## src/inc/cdg_pkg.sv

```systemverilog
package cdg_pkg;

    // ------------------------------------------------------------
    // Register offsets
    // ------------------------------------------------------------
    localparam logic [7:0] CTRL0_OFS = 8'h00;
    localparam logic [7:0] CTRL1_OFS = 8'h04;
    localparam logic [7:0] RISE_OFS = 8'h08;
    localparam logic [7:0] FALL_OFS = 8'h0C;
    localparam logic [7:0] CTRL2_OFS = 8'h10;
    localparam logic [7:0] STATUS_OFS = 8'h14;

    // ------------------------------------------------------------
    // Field positions
    // ------------------------------------------------------------
    localparam int C0_EN = 7;
    localparam int C0_OEB = 6;
    localparam int C0_OEA = 5;
    localparam int C0_POLB = 4;
    localparam int C0_POLA = 3;
    localparam int C0_CS = 0;
    localparam int C1_OVLB = 6;
    localparam int C1_OVLA = 4;
    localparam int C1_IS_LO = 0;
    localparam int C2_SHUT = 0;
    localparam int ST_A = 0;
    localparam int ST_B = 1;
    localparam int ST_IN = 2;
    localparam int ST_SHUT = 3;

    // ------------------------------------------------------------
    // Widths and reset values
    // ------------------------------------------------------------
    localparam int DB_W = 6;
    localparam int IS_W = 2;
    localparam logic [7:0] CTRL0_RST = 8'h00;
    localparam logic [7:0] CTRL1_RST = 8'h00;
    localparam logic [DB_W-1:0] DB_RST = 6'h00;
    localparam logic [IS_W-1:0] IS_CMP1 = 2'h0;
    localparam logic [IS_W-1:0] IS_CMP2 = 2'h1;
    localparam logic [IS_W-1:0] IS_PWM1 = 2'h2;
    localparam logic [IS_W-1:0] IS_PWM2 = 2'h3;

    // Clock rates, for reference of dead-band timing
    localparam int MCLK_HZ = 40000000;
    localparam int HF_OSC_HZ = 16000000;

endpackage : cdg_pkg

```

## src/hw/cdg_complementary_waveform_generator.sv

```systemverilog
// Contract
// - Two complementary drives A and B come from one of four input waveforms.
// - Two-bit input source select field in control_reg_1 picks the input.
// - Dead-band counting uses system clock or 16 MHz oscillator, one select bit.
// - Select bit one uses internal oscillator, zero uses system clock.
// - When module enable is set, both drives start cleared and inactive.
// - Output enable clear means the pin is not driven by this block.
// - Output enable set drives override level or active waveform.
// - Module enable clear makes enables and drive levels ineffective.
// - Polarity bit set gives active high, clear gives active low.
// - Polarity never alters the override levels.
// - In shutdown each pin drives its own override level bit.
// - Two independent 6-bit dead-band counters, rising and falling edge.
// - Dead band counts clock periods from zero up to register value.
// - Rising edge: B off at once, A on when rising count completes.
// - Rising count register sets interval over its full range.
// - Falling edge: A off at once, B on when falling count completes.
// - Falling count register sets interval over its full range.
// - Counting starts at the input edge; zero count inserts no dead time.
// - Input returning before count completes keeps waiting output off.
// - Delivered dead time may deviate by one dead-band clock period.
//
// Added by the designer: the address map and strobed register access.
`timescale 1ns/1ps
module cdg_complementary_waveform_generator #(
    parameter int DB_W = cdg_pkg::DB_W
) (
    input wire logic mclk,
    input wire logic rst,
    input wire logic [7:0] reg_addr,
    input wire logic [7:0] reg_wdata,
    input wire logic reg_wr,
    input wire logic reg_rd,
    output logic [7:0] reg_rdata,
    input wire logic comparator1_async_out,
    input wire logic comparator2_async_out,
    input wire logic pwm_ch1_out,
    input wire logic pwm_ch2_out,
    input wire logic internal_hf_osc,
    output logic output_a_drive,
    output logic output_a_oe,
    output logic output_b_drive,
    output logic output_b_oe
);

    // ------------------------------------------------------------
    // Registers
    // ------------------------------------------------------------
    logic [7:0] control_reg_0;
    logic [7:0] control_reg_1;
    logic [DB_W-1:0] rise_deadband_count;
    logic [DB_W-1:0] fall_deadband_count;
    logic shutdown_force;

    logic module_enable_bit;
    logic out_a_enable;
    logic out_b_enable;
    logic out_a_polarity;
    logic out_b_polarity;
    logic clock_source_select;
    logic out_a_override_level;
    logic out_b_override_level;
    logic [1:0] input_source_select;

    assign module_enable_bit = control_reg_0[cdg_pkg::C0_EN];
    assign out_b_enable = control_reg_0[cdg_pkg::C0_OEB];
    assign out_a_enable = control_reg_0[cdg_pkg::C0_OEA];
    assign out_b_polarity = control_reg_0[cdg_pkg::C0_POLB];
    assign out_a_polarity = control_reg_0[cdg_pkg::C0_POLA];
    assign clock_source_select = control_reg_0[cdg_pkg::C0_CS];
    assign out_b_override_level = control_reg_1[cdg_pkg::C1_OVLB];
    assign out_a_override_level = control_reg_1[cdg_pkg::C1_OVLA];
    assign input_source_select = control_reg_1[cdg_pkg::C1_IS_LO +: cdg_pkg::IS_W];

    logic drive_a_on;
    logic drive_b_on;
    logic sel_level;

    always_ff @(posedge mclk or posedge rst)
    begin
        if (rst)
        begin
            control_reg_0 <= cdg_pkg::CTRL0_RST;
            control_reg_1 <= cdg_pkg::CTRL1_RST;
            rise_deadband_count <= cdg_pkg::DB_RST;
            fall_deadband_count <= cdg_pkg::DB_RST;
            shutdown_force <= 1'b0;
        end
        else if (reg_wr)
        begin
            unique case (reg_addr)
                cdg_pkg::CTRL0_OFS: control_reg_0 <= reg_wdata & 8'hF9;
                cdg_pkg::CTRL1_OFS: control_reg_1 <= reg_wdata & 8'h53;
                cdg_pkg::RISE_OFS: rise_deadband_count <= reg_wdata[DB_W-1:0];
                cdg_pkg::FALL_OFS: fall_deadband_count <= reg_wdata[DB_W-1:0];
                cdg_pkg::CTRL2_OFS: shutdown_force <= reg_wdata[cdg_pkg::C2_SHUT];
                default: ;
            endcase
        end
    end

    // Read data stands one cycle, zero otherwise
    always_ff @(posedge mclk or posedge rst)
    begin
        if (rst)
            reg_rdata <= 8'h00;
        else if (reg_rd)
        begin
            unique case (reg_addr)
                cdg_pkg::CTRL0_OFS: reg_rdata <= control_reg_0;
                cdg_pkg::CTRL1_OFS: reg_rdata <= control_reg_1;
                cdg_pkg::RISE_OFS: reg_rdata <= {{(8-DB_W){1'b0}}, rise_deadband_count};
                cdg_pkg::FALL_OFS: reg_rdata <= {{(8-DB_W){1'b0}}, fall_deadband_count};
                cdg_pkg::CTRL2_OFS: reg_rdata <= {7'h00, shutdown_force};
                cdg_pkg::STATUS_OFS: reg_rdata <= {4'h0, shutdown_force, sel_level,
                                                   drive_b_on, drive_a_on};
                default: reg_rdata <= 8'h00;
            endcase
        end
        else
            reg_rdata <= 8'h00;
    end

    // ------------------------------------------------------------
    // Input synchronisers
    // ------------------------------------------------------------
    // Bit 4 is the oscillator pin; only stages 2 and 3 are inspected.
    logic [4:0] pin_raw;
    logic [4:0] sync1;
    logic [4:0] sync2;
    logic [4:0] sync3;
    logic [4:0] pin_level;

    assign pin_raw = {internal_hf_osc, pwm_ch2_out, pwm_ch1_out,
                      comparator2_async_out, comparator1_async_out};

    genvar gi;
    generate
        for (gi = 0; gi < 5; gi++)
        begin : g_sync
            always_ff @(posedge mclk or posedge rst)
            begin
                if (rst)
                begin
                    sync1[gi] <= 1'b0;
                    sync2[gi] <= 1'b0;
                    sync3[gi] <= 1'b0;
                    pin_level[gi] <= 1'b0;
                end
                else
                begin
                    sync1[gi] <= pin_raw[gi];
                    sync2[gi] <= sync1[gi];
                    sync3[gi] <= sync2[gi];
                    if (sync2[gi] == sync3[gi])
                        pin_level[gi] <= sync3[gi];
                end
            end
        end
    endgenerate

    // ------------------------------------------------------------
    // Source and dead-band clock selection
    // ------------------------------------------------------------
    assign sel_level = pin_level[input_source_select];

    logic osc_rise;
    logic db_tick;

    // Oscillator half period is barely above one mclk period, so the
    // agreement filter would swallow whole phases; edges come from stages 2 and 3
    assign osc_rise = sync2[4] & ~sync3[4];

    // Oscillator rising edges become count ticks; mclk mode ticks every cycle
    assign db_tick = clock_source_select ? osc_rise : 1'b1;

    // ------------------------------------------------------------
    // Dead-band engine
    // ------------------------------------------------------------
    logic sel_prev;
    logic rise_edge;
    logic fall_edge;
    logic rise_busy;
    logic fall_busy;
    logic [DB_W-1:0] rise_cnt;
    logic [DB_W-1:0] fall_cnt;

    always_ff @(posedge mclk or posedge rst)
    begin
        if (rst)
            sel_prev <= 1'b0;
        else
            sel_prev <= sel_level;
    end

    // Edges count only while enabled; stale level at enable is ignored
    assign rise_edge = module_enable_bit & sel_level & ~sel_prev;
    assign fall_edge = module_enable_bit & ~sel_level & sel_prev;

    // Rising counter; a falling edge abandons it
    always_ff @(posedge mclk or posedge rst)
    begin
        if (rst)
        begin
            rise_busy <= 1'b0;
            rise_cnt <= '0;
        end
        else if (!module_enable_bit || fall_edge)
        begin
            rise_busy <= 1'b0;
            rise_cnt <= '0;
        end
        else if (rise_edge)
        begin
            rise_busy <= (rise_deadband_count != '0);
            rise_cnt <= '0;
        end
        else if (rise_busy && db_tick)
        begin
            // Tick phase vs. edge gives up to one period of error
            if (rise_cnt + 1'b1 == rise_deadband_count)
                rise_busy <= 1'b0;
            rise_cnt <= rise_cnt + 1'b1;
        end
    end

    // Falling counter; a rising edge abandons it
    always_ff @(posedge mclk or posedge rst)
    begin
        if (rst)
        begin
            fall_busy <= 1'b0;
            fall_cnt <= '0;
        end
        else if (!module_enable_bit || rise_edge)
        begin
            fall_busy <= 1'b0;
            fall_cnt <= '0;
        end
        else if (fall_edge)
        begin
            fall_busy <= (fall_deadband_count != '0);
            fall_cnt <= '0;
        end
        else if (fall_busy && db_tick)
        begin
            if (fall_cnt + 1'b1 == fall_deadband_count)
                fall_busy <= 1'b0;
            fall_cnt <= fall_cnt + 1'b1;
        end
    end

    // Drive A
    always_ff @(posedge mclk or posedge rst)
    begin
        if (rst)
            drive_a_on <= 1'b0;
        else if (!module_enable_bit)
            drive_a_on <= 1'b0;
        else if (fall_edge)
            drive_a_on <= 1'b0;
        else if (rise_edge && rise_deadband_count == '0)
            drive_a_on <= 1'b1;
        else if (rise_busy && db_tick && rise_cnt + 1'b1 == rise_deadband_count)
            drive_a_on <= 1'b1;
    end

    // Drive B
    always_ff @(posedge mclk or posedge rst)
    begin
        if (rst)
            drive_b_on <= 1'b0;
        else if (!module_enable_bit)
            drive_b_on <= 1'b0;
        else if (rise_edge)
            drive_b_on <= 1'b0;
        else if (fall_edge && fall_deadband_count == '0)
            drive_b_on <= 1'b1;
        else if (fall_busy && db_tick && fall_cnt + 1'b1 == fall_deadband_count)
            drive_b_on <= 1'b1;
    end

    // ------------------------------------------------------------
    // Pin stage
    // ------------------------------------------------------------
    // Override bypasses polarity so safe levels stay what software wrote
    always_ff @(posedge mclk or posedge rst)
    begin
        if (rst)
        begin
            output_a_drive <= 1'b0;
            output_b_drive <= 1'b0;
        end
        else if (!module_enable_bit)
        begin
            output_a_drive <= 1'b0;
            output_b_drive <= 1'b0;
        end
        else if (shutdown_force)
        begin
            output_a_drive <= out_a_override_level;
            output_b_drive <= out_b_override_level;
        end
        else
        begin
            output_a_drive <= out_a_polarity ? drive_a_on : ~drive_a_on;
            output_b_drive <= out_b_polarity ? drive_b_on : ~drive_b_on;
        end
    end

    assign output_a_oe = module_enable_bit & out_a_enable;
    assign output_b_oe = module_enable_bit & out_b_enable;

endmodule : cdg_complementary_waveform_generator

```

## config.mk

```make
export PLATFORM = sky130hd
export DESIGN_NAME = cdg_complementary_waveform_generator
export DESIGN_NICKNAME = d
export VERILOG_FILES = /design/src/inc/cdg_pkg.sv /design/src/hw/cdg_complementary_waveform_generator.sv
export SDC_FILE = /design/constraint.sdc
export NUM_CORES = 1
export LEC_CHECK = 0
export BUFFER_PORTS_ARGS = -buffer_cell sky130_fd_sc_hd__buf_2
export CORE_ASPECT_RATIO = 1.5
export CORE_MARGIN = 3
export CORE_UTILIZATION = 30
export CTS_CLUSTER_DIAMETER = 50
export CTS_CLUSTER_SIZE = 24
export DETAILED_ROUTE_END_ITERATION = 12
export GPL_TIMING_DRIVEN = 0
export PLACE_DENSITY = 0.58
export SLEW_MARGIN = 20
export SYNTH_ARGS = -nofsm -noshare
export SYNTH_HDL_FRONTEND = slang
export SYNTH_SLANG_ARGS = --single-unit
```

## constraint.sdc

```tcl
create_clock -name mclk -period 2.8 [get_ports mclk]
set_clock_uncertainty 0.15 [all_clocks]
set_input_delay 0.28 -clock mclk [delete_from_list [all_inputs] [get_ports mclk]]
set_output_delay 0.28 -clock mclk [all_outputs]
set_load 0.02 [all_outputs]
```

==> results of run 1 <==
per-layer routing:
layer / vias to the layer above / wire length, um / GRT usage, %
li1: 1057 / - / -
met5: - / 0 / 0
met2: 31 / 3790 / 21.5
met1: 1080 / 2800 / 13.7
met4: 0 / 118 / 5.87
met3: 6 / 202 / 3.90
path summary, 6_finish.rpt:
| path | startpoint | to | slack (ns) | cells past startpoint |
|---|---|---|---|---|
| worst max register to register | rise_cnt[0] | rise_busy | 0.61 | 6 |
| worst min-delay path | reg_wdata[2] | fall_deadband_count[2] | 0.05 | 2 |
| min in group asynchronous | rst | fall_cnt[1] | 0.25 | 3 |
| max in group asynchronous | rst | sync2[2] | 1.75 | 4 |
| worst min register to register | sync1[3] | sync2[3] | 0.20 | 0 |
| worst max-delay path | rise_cnt[0] | rise_busy | 0.61 | 6 |
state kept, by name, indices dropped and copies added (netlist names):
signal and cells:
reg_rdata 8, control_reg_0 6, fall_cnt 6, fall_deadband_count 6, rise_cnt 6, rise_deadband_count 6, sync1 5, sync2 5
sync3 5, control_reg_1 4, pin_level 4, drive_a_on 1, drive_b_on 1, fall_busy 1, output_a_drive 1, output_b_drive 1
rise_busy 1, sel_prev 1, shutdown_force 1
cell usage after synthesis, types with 4 or more instances:
| library cell | instances | area share [%] |
|---|---|---|
| dfrtp_1 | 69 | 53 |
| nor2_1 | 24 | 2.8 |
| o21ai_0 | 4 | 0.62 |
| and2_1 | 7 | 1.4 |
| nand2_1 | 22 | 2.6 |
| clkbuf_1 | 5 | 0.58 |
| mux2_2 | 21 | 7.3 |
| xnor2_1 | 11 | 3.0 |
| a21oi_1 | 9 | 1.4 |
| nand2b_1 | 7 | 1.4 |
| xor2_1 | 14 | 3.8 |
| nand3_1 | 10 | 1.5 |
| maj3_1 | 4 | 1.2 |
| mux2_4 | 6 | 2.8 |
| inv_1 | 5 | 0.58 |
| nor3_1 | 4 | 0.62 |
report_power, final:
part / internal [uW] / switching, uW / total, uW
registers: 1030 / 32.1 / 1070
clock network: 596 / 398 / 994
logic: 74.9 / 85.0 / 160
cell type report:
class	count	share of cell area, %
Sequential cell	69	43.9
Multi-Input combinational cell	190	36.7
Timing Repair Buffer	41	6.55
Clock buffer	12	6.01
Tap cell	141	4.48
Buffer	9	1.15
Clock inverter	4	0.636
Inverter	5	0.541
worst reg2reg max path: stages (launching register included):
cell and delay, ns:
dfrtp_1 0.42, ha_1 0.30, and4_2 0.25, nor3_1 0.17
a21oi_1 0.10, or4_1 0.47, a32o_1 0.23
cell families after synthesis:
logic type | synth area share [%]
AO/OA/AOI/OAI | 7.54
XOR/XNOR | 7.27
adder cells (fa/ha/maj) | 2.01
buffers and inverters | 1.97
flip-flops | 53.4
multiplexers | 12.4
AND/OR/NAND/NOR | 15.4
metrics by stage:
step / worst slack [ns] / TNS, ns / power [uW]
finish: 0.611 / 0 / 2220
global route: 0.478 / 0 / 2330
CTS: 0.608 / 0 / 2260
detailed placement: 0.599 / 0 / 1240
global placement: -0.200 / -13.44 / 1230
floorplan: 0.630 / 0 / 1180
==> reports/results.tsv, run 1 <==
stage	metric	value	unit
status	outcome	finished clean	
cts	clock_path_buffers	2	
logic_synthesis	synth_cell_types	50	
logic_synthesis	synth_edf_count	0	
flow_run	max_cap_viol_count	0	
logic_synthesis	synth.net_count	300	
floorplanning	rows	45	
setup_path	crit_type	flop to flop	
final_layout	final_cell_mix	dfrtp_1 (69), buf_2 (37), nor2_1 (24)	
power	leakagePower	0.00178	uW
final_layout	syn2layout_area_growth	21.6	%
cts	hold_buffers	6	
cts	clk_transition_reported_paths	0.06	ns
global_routing	antenna_found_initial	0	
cts	clkLatencyLatePin	0.33	ns
global_routing	grt_pass1_vias	2286	
floorplanning	design.core.area	10300	um^2
power	powerDensity	564	nW/um^2
sta	max_freq	0.457	GHz
setup_path	critPathTopFamily	simple AND/OR/NAND/NOR gates	
global_routing	grt_max_degree	60	
floorplanning	start_util	31.4	%
logic_synthesis	ys_seq_area_share	53.4	%
final_layout	utilization	38.2	%
setup_path	required	2.86	ns
global_routing	overflow	0	
logic_synthesis	synthArstFlopShare	100	%
cts	cts_inserted_buffers	9	
global_routing	grt_usage	12.4	%
detailed_routing	route.detailed.drc	0	
logic_synthesis	avgSynthCellArea	11.9	um^2
setup_path	worst_path_max_delay_cell	or4_1	
sta	period_share	78.2	%
logic_synthesis	syn_area	3240	um^2
logic_synthesis	ys_warn_count	0	
detailed_routing	wire_per_inst	14.7	um
power	vdd.ir_drop.worst	319	uV
detailed_routing	antenna_left	0	
worst_hold_path	hold_class	input pin to flop	
sta	finalMaxSlewViolations	0	
final_layout	fillers	1006	
final_layout	final_area	3930	um^2
detailed_routing	num_vias	2174	
final_layout	seq_area	1730	um^2
cts	cts_setup_buffers	0	
setup_path	path_buf_inv	0	
setup_path	max_stage_delay	0.47	ns
detailed_routing	first_pass_iters	4	
cts	cts_root_buf	clkbuf_16	
detailed_routing	viasPerCell	4.62	
setup_path	worstSetupStartpointType	flop	
floorplanning	dieArea	12100	um^2
final_layout	multi_input_area	1450	um^2
setup_path	cp_max_fo	7	
sta	hold_ws	0.0474	ns
placement	dpl_cell_area	3610	um^2
cts	cts_tree	built	
setup_path	worstPathArrival	2.25	ns
sta	setup_viol	0	
detailed_routing	drt_iter0_markers	130	
logic_synthesis	synth_cells	273	
sta	worst_pin_slew	0.499	ns
setup_path	cp_cell_sequence	ha_1 -> and4_2 -> nor3_1 -> a21oi_1 -> or4_1 -> a32o_1	
final_layout	diodes	0	
final_layout	finalNetCount	352	
placement	placedCellCount	449	
final_layout	fin_cells	471	
sta	hold_viol	0	
floorplanning	num_io_pins	37	
placement	port_buffers	34	
cts	cts_resized	0	
sta	layout_min_cycle_time	2.19	ns
placement	place.detailed.hpwl	5.18	mm
sta	rsz0062_at_grt	false	
floorplanning	die_y	133	um
logic_synthesis	synth-seq-cells	69	
global_routing	grt_first_pass_wirelength	11.5	mm
detailed_routing	drt_wl_total	6.92	mm
final_layout	layout_commonest_cell	dfrtp_1	
floorplanning	die_w	90.8	um
setup_path	critPathCaptureType	flop	
sta	maxSlewHeadroom	66.5	%
logic_synthesis	synth_ff_type	dfrtp_1	
cts	ctsHtreeMaxLevel	3	
cts	clock-sinks	69	
placement	gp_congestion	0.834	
final_layout	final_layout_size_suffix_gt1_share	27.9	%
Note: power is estimated with default switching activity, not from simulation.
==> run 2: changes to the inputs <==
==> constraint.sdc (replaced) <==
create_clock -name mclk -period 2.1 [get_ports mclk]
set_clock_uncertainty 0.15 [all_clocks]
set_input_delay 0.21 -clock mclk [delete_from_list [all_inputs] [get_ports mclk]]
set_output_delay 0.21 -clock mclk [all_outputs]
set_load 0.02 [all_outputs]
==> run 2 against run 1 <==
Against the previous run:
- via count rose by 1.6%
- combinational power grew 41%
- first-iteration DRC count up 18%
- clock power up 33%
- sequential power grew 33%
- critical endpoint unchanged
- largest power group unchanged
- highest routed layer unchanged
==> reports/results.tsv, run 2 (synthesis results as in run 1) <==
stage	metric	value	unit	change
cts	clk_transition_reported_paths	0.05	ns	about the same
global_routing	grt_pass1_vias	2299		+0.57%
detailed_routing	drt_iter0_markers	153		+18%
cts	ctsHtreeMaxLevel	3		unchanged
final_layout	regMostFlops	reg_rdata		
power	powerDensity	737	nW/um^2	+31%
floorplanning	dieArea	12100	um^2	unchanged
cts	clock-sinks	69		unchanged
setup_path	required	2.16	ns	-0.70 ns
cts	clkLatencyLatePin	0.33	ns	about the same
final_layout	syn2layout_area_growth	24.4	%	
final_layout	seq_area	1730	um^2	about the same
sta	period_share	96.5	%	+18 points
setup_path	worstSetupStartpointType	flop		
floorplanning	start_util	31.4	%	unchanged
sta	finalMaxSlewViolations	0		unchanged
power	pwr-share-clk	44.5	%	-0.3 points
setup_path	worstPathArrival	2.09	ns	-0.16 ns
final_layout	final_layout_size_suffix_gt1_share	29.0	%	+1.1 points
setup_path	crit_type	flop to flop		
sta	maxSlewHeadroom	66.1	%	-0.38 points
sta	hold_viol	0		unchanged
power	vdd.ir_drop.worst	424	uV	+33%
setup_path	cp_max_fo	7		unchanged
cts	clock_path_buffers	2		unchanged
detailed_routing	num_vias	2208		+1.6%
detailed_routing	antenna_left	0		unchanged
power	switching_share	23.1	%	-0.069 points
sta	worst_pin_slew	0.505	ns	+0.00566 ns
floorplanning	rows	45		unchanged
floorplanning	num_io_pins	37		unchanged
sta	max_freq	0.493	GHz	+8.0%
final_layout	largest_reg_flops	8		unchanged
worst_hold_path	hold_class	input pin to flop		
detailed_routing	viasPerCell	4.64		+0.50%
floorplanning	die_w	90.8	um	unchanged
global_routing	antenna_found_initial	0		unchanged
setup_path	critPathCaptureType	flop		
floorplanning	design.core.area	10300	um^2	unchanged
power	leakagePower	0.00181	uW	+1.6%
final_layout	fillers	1001		-0.50%
cts	cts_setup_buffers	0		unchanged
global_routing	grt_first_pass_wirelength	11.7	mm	+1.2%
cts	cts_inserted_buffers	9		unchanged
placement	port_buffers	34		unchanged
final_layout	finalNetCount	357		+1.4%
placement	dpl_cell_area	3610	um^2	unchanged
flow_run	max_cap_viol_count	0		unchanged
global_routing	grt_max_degree	60		unchanged
power	netSwitchingPower	687	uW	+33%
sta	rsz0062_at_grt	false		
status	outcome	finished clean		
cts	cts_tree	built		
final_layout	multi_input_area	1490	um^2	+2.9%
cts	cts_root_buf	clkbuf_16		
detailed_routing	first_pass_iters	4		unchanged
final_layout	layout_commonest_cell	dfrtp_1		
sta	layout_min_cycle_time	2.03	ns	-0.162 ns
global_routing	grt_usage	12.5	%	+0.12 points
power	intPower	2280	uW	+34%
sta	setup_viol	0		unchanged
placement	place.detailed.hpwl	5.18	mm	unchanged
final_layout	diodes	0		unchanged
global_routing	overflow	0		unchanged
sta	setup_tns	0	ns	unchanged
final_layout	final_area	4030	um^2	+2.4%
final_layout	final_cell_mix	dfrtp_1 (68), buf_2 (37), nor2_1 (24)		
detailed_routing	route.detailed.drc	0		unchanged
detailed_routing	drt_wl_total	7.01	mm	+1.4%
power	p_comb_share	7.6	%	+0.4 points
power	sequentialPowerShare	47.9	%	about the same
floorplanning	die_y	133	um	unchanged
placement	gp_congestion	0.834		unchanged
detailed_routing	wire_per_inst	14.7	um	+0.29%
run 2: critical path: stages, from the launching register on:
cell	delay, ns
dfrtp_2	0.45
ha_4	0.20
and4_2	0.22
nor3_2	0.15
a21oi_1	0.09
or4_4	0.44
a32o_1	0.22
run 2: metal layers:
metal,routed length (um),share of wire (%),vias up,global-route usage (%)
met3,205,2.9,7,3.95
met4,130,1.9,0,5.79
li1,-,-,1067,-
met2,3790,54,33,21.6
met5,0,0,-,0
met1,2880,41,1101,14.0
run 2: power by group through the flow:
stage	Sequential (uW)	Clock [uW]	Combinational [uW]
floorplan	1430	0	135
global placement	1440	0	198
detailed placement	1450	0	208
CTS	1420	1370	225
global route	1430	1450	252
finish	1420	1320	225
run 2: worst paths after layout:
| check | startpoint | end | slack [ns] | cells past startpoint |
|---|---|---|---|---|
| min reg2reg | sync1[3] | sync2[3] | 0.20 | 0 |
| min | reg_wdata[5] | fall_deadband_count[5] | 0.02 | 2 |
| max in group asynchronous | rst | rise_cnt[0] | 1.10 | 4 |
| min in group asynchronous | rst | fall_cnt[1] | 0.18 | 3 |
| max | rise_cnt[0] | rise_busy | 0.07 | 6 |
| max reg2reg | rise_cnt[0] | rise_busy | 0.07 | 6 |
run 2: layout make-up:
type,instances,share of cell area [%]
Inverter,5,0.528
Multi-Input combinational cell,190,36.9
Clock inverter,4,0.622
Buffer,9,1.12
Sequential cell,69,42.9
Clock buffer,12,5.87
Tap cell,141,4.38
Timing Repair Buffer,46,7.64
run 2: repair_timing:
item	CTS	global route
hold buffers	11	0
endpoints found under the hold margin	85	0
pin swaps	0	0
setup endpoints to repair	1	6
gates resized for setup	2	5
run 2: per-stage QoR:
step	hold slack [ns]	std cells	total power [uW]	setup slack (ns)	util [%]
global route	0.00907	476	3130	0.000133	39.1
detailed placement	-0.0167	449	1650	-0.0761	35.1
global placement	0.167	448	1640	-0.830	34.8
CTS	0.00382	476	3020	0.00508	38.8
finish	0.0217	476	2970	0.0734	39.1
floorplan	0.0914	273	1570	0.000138	-
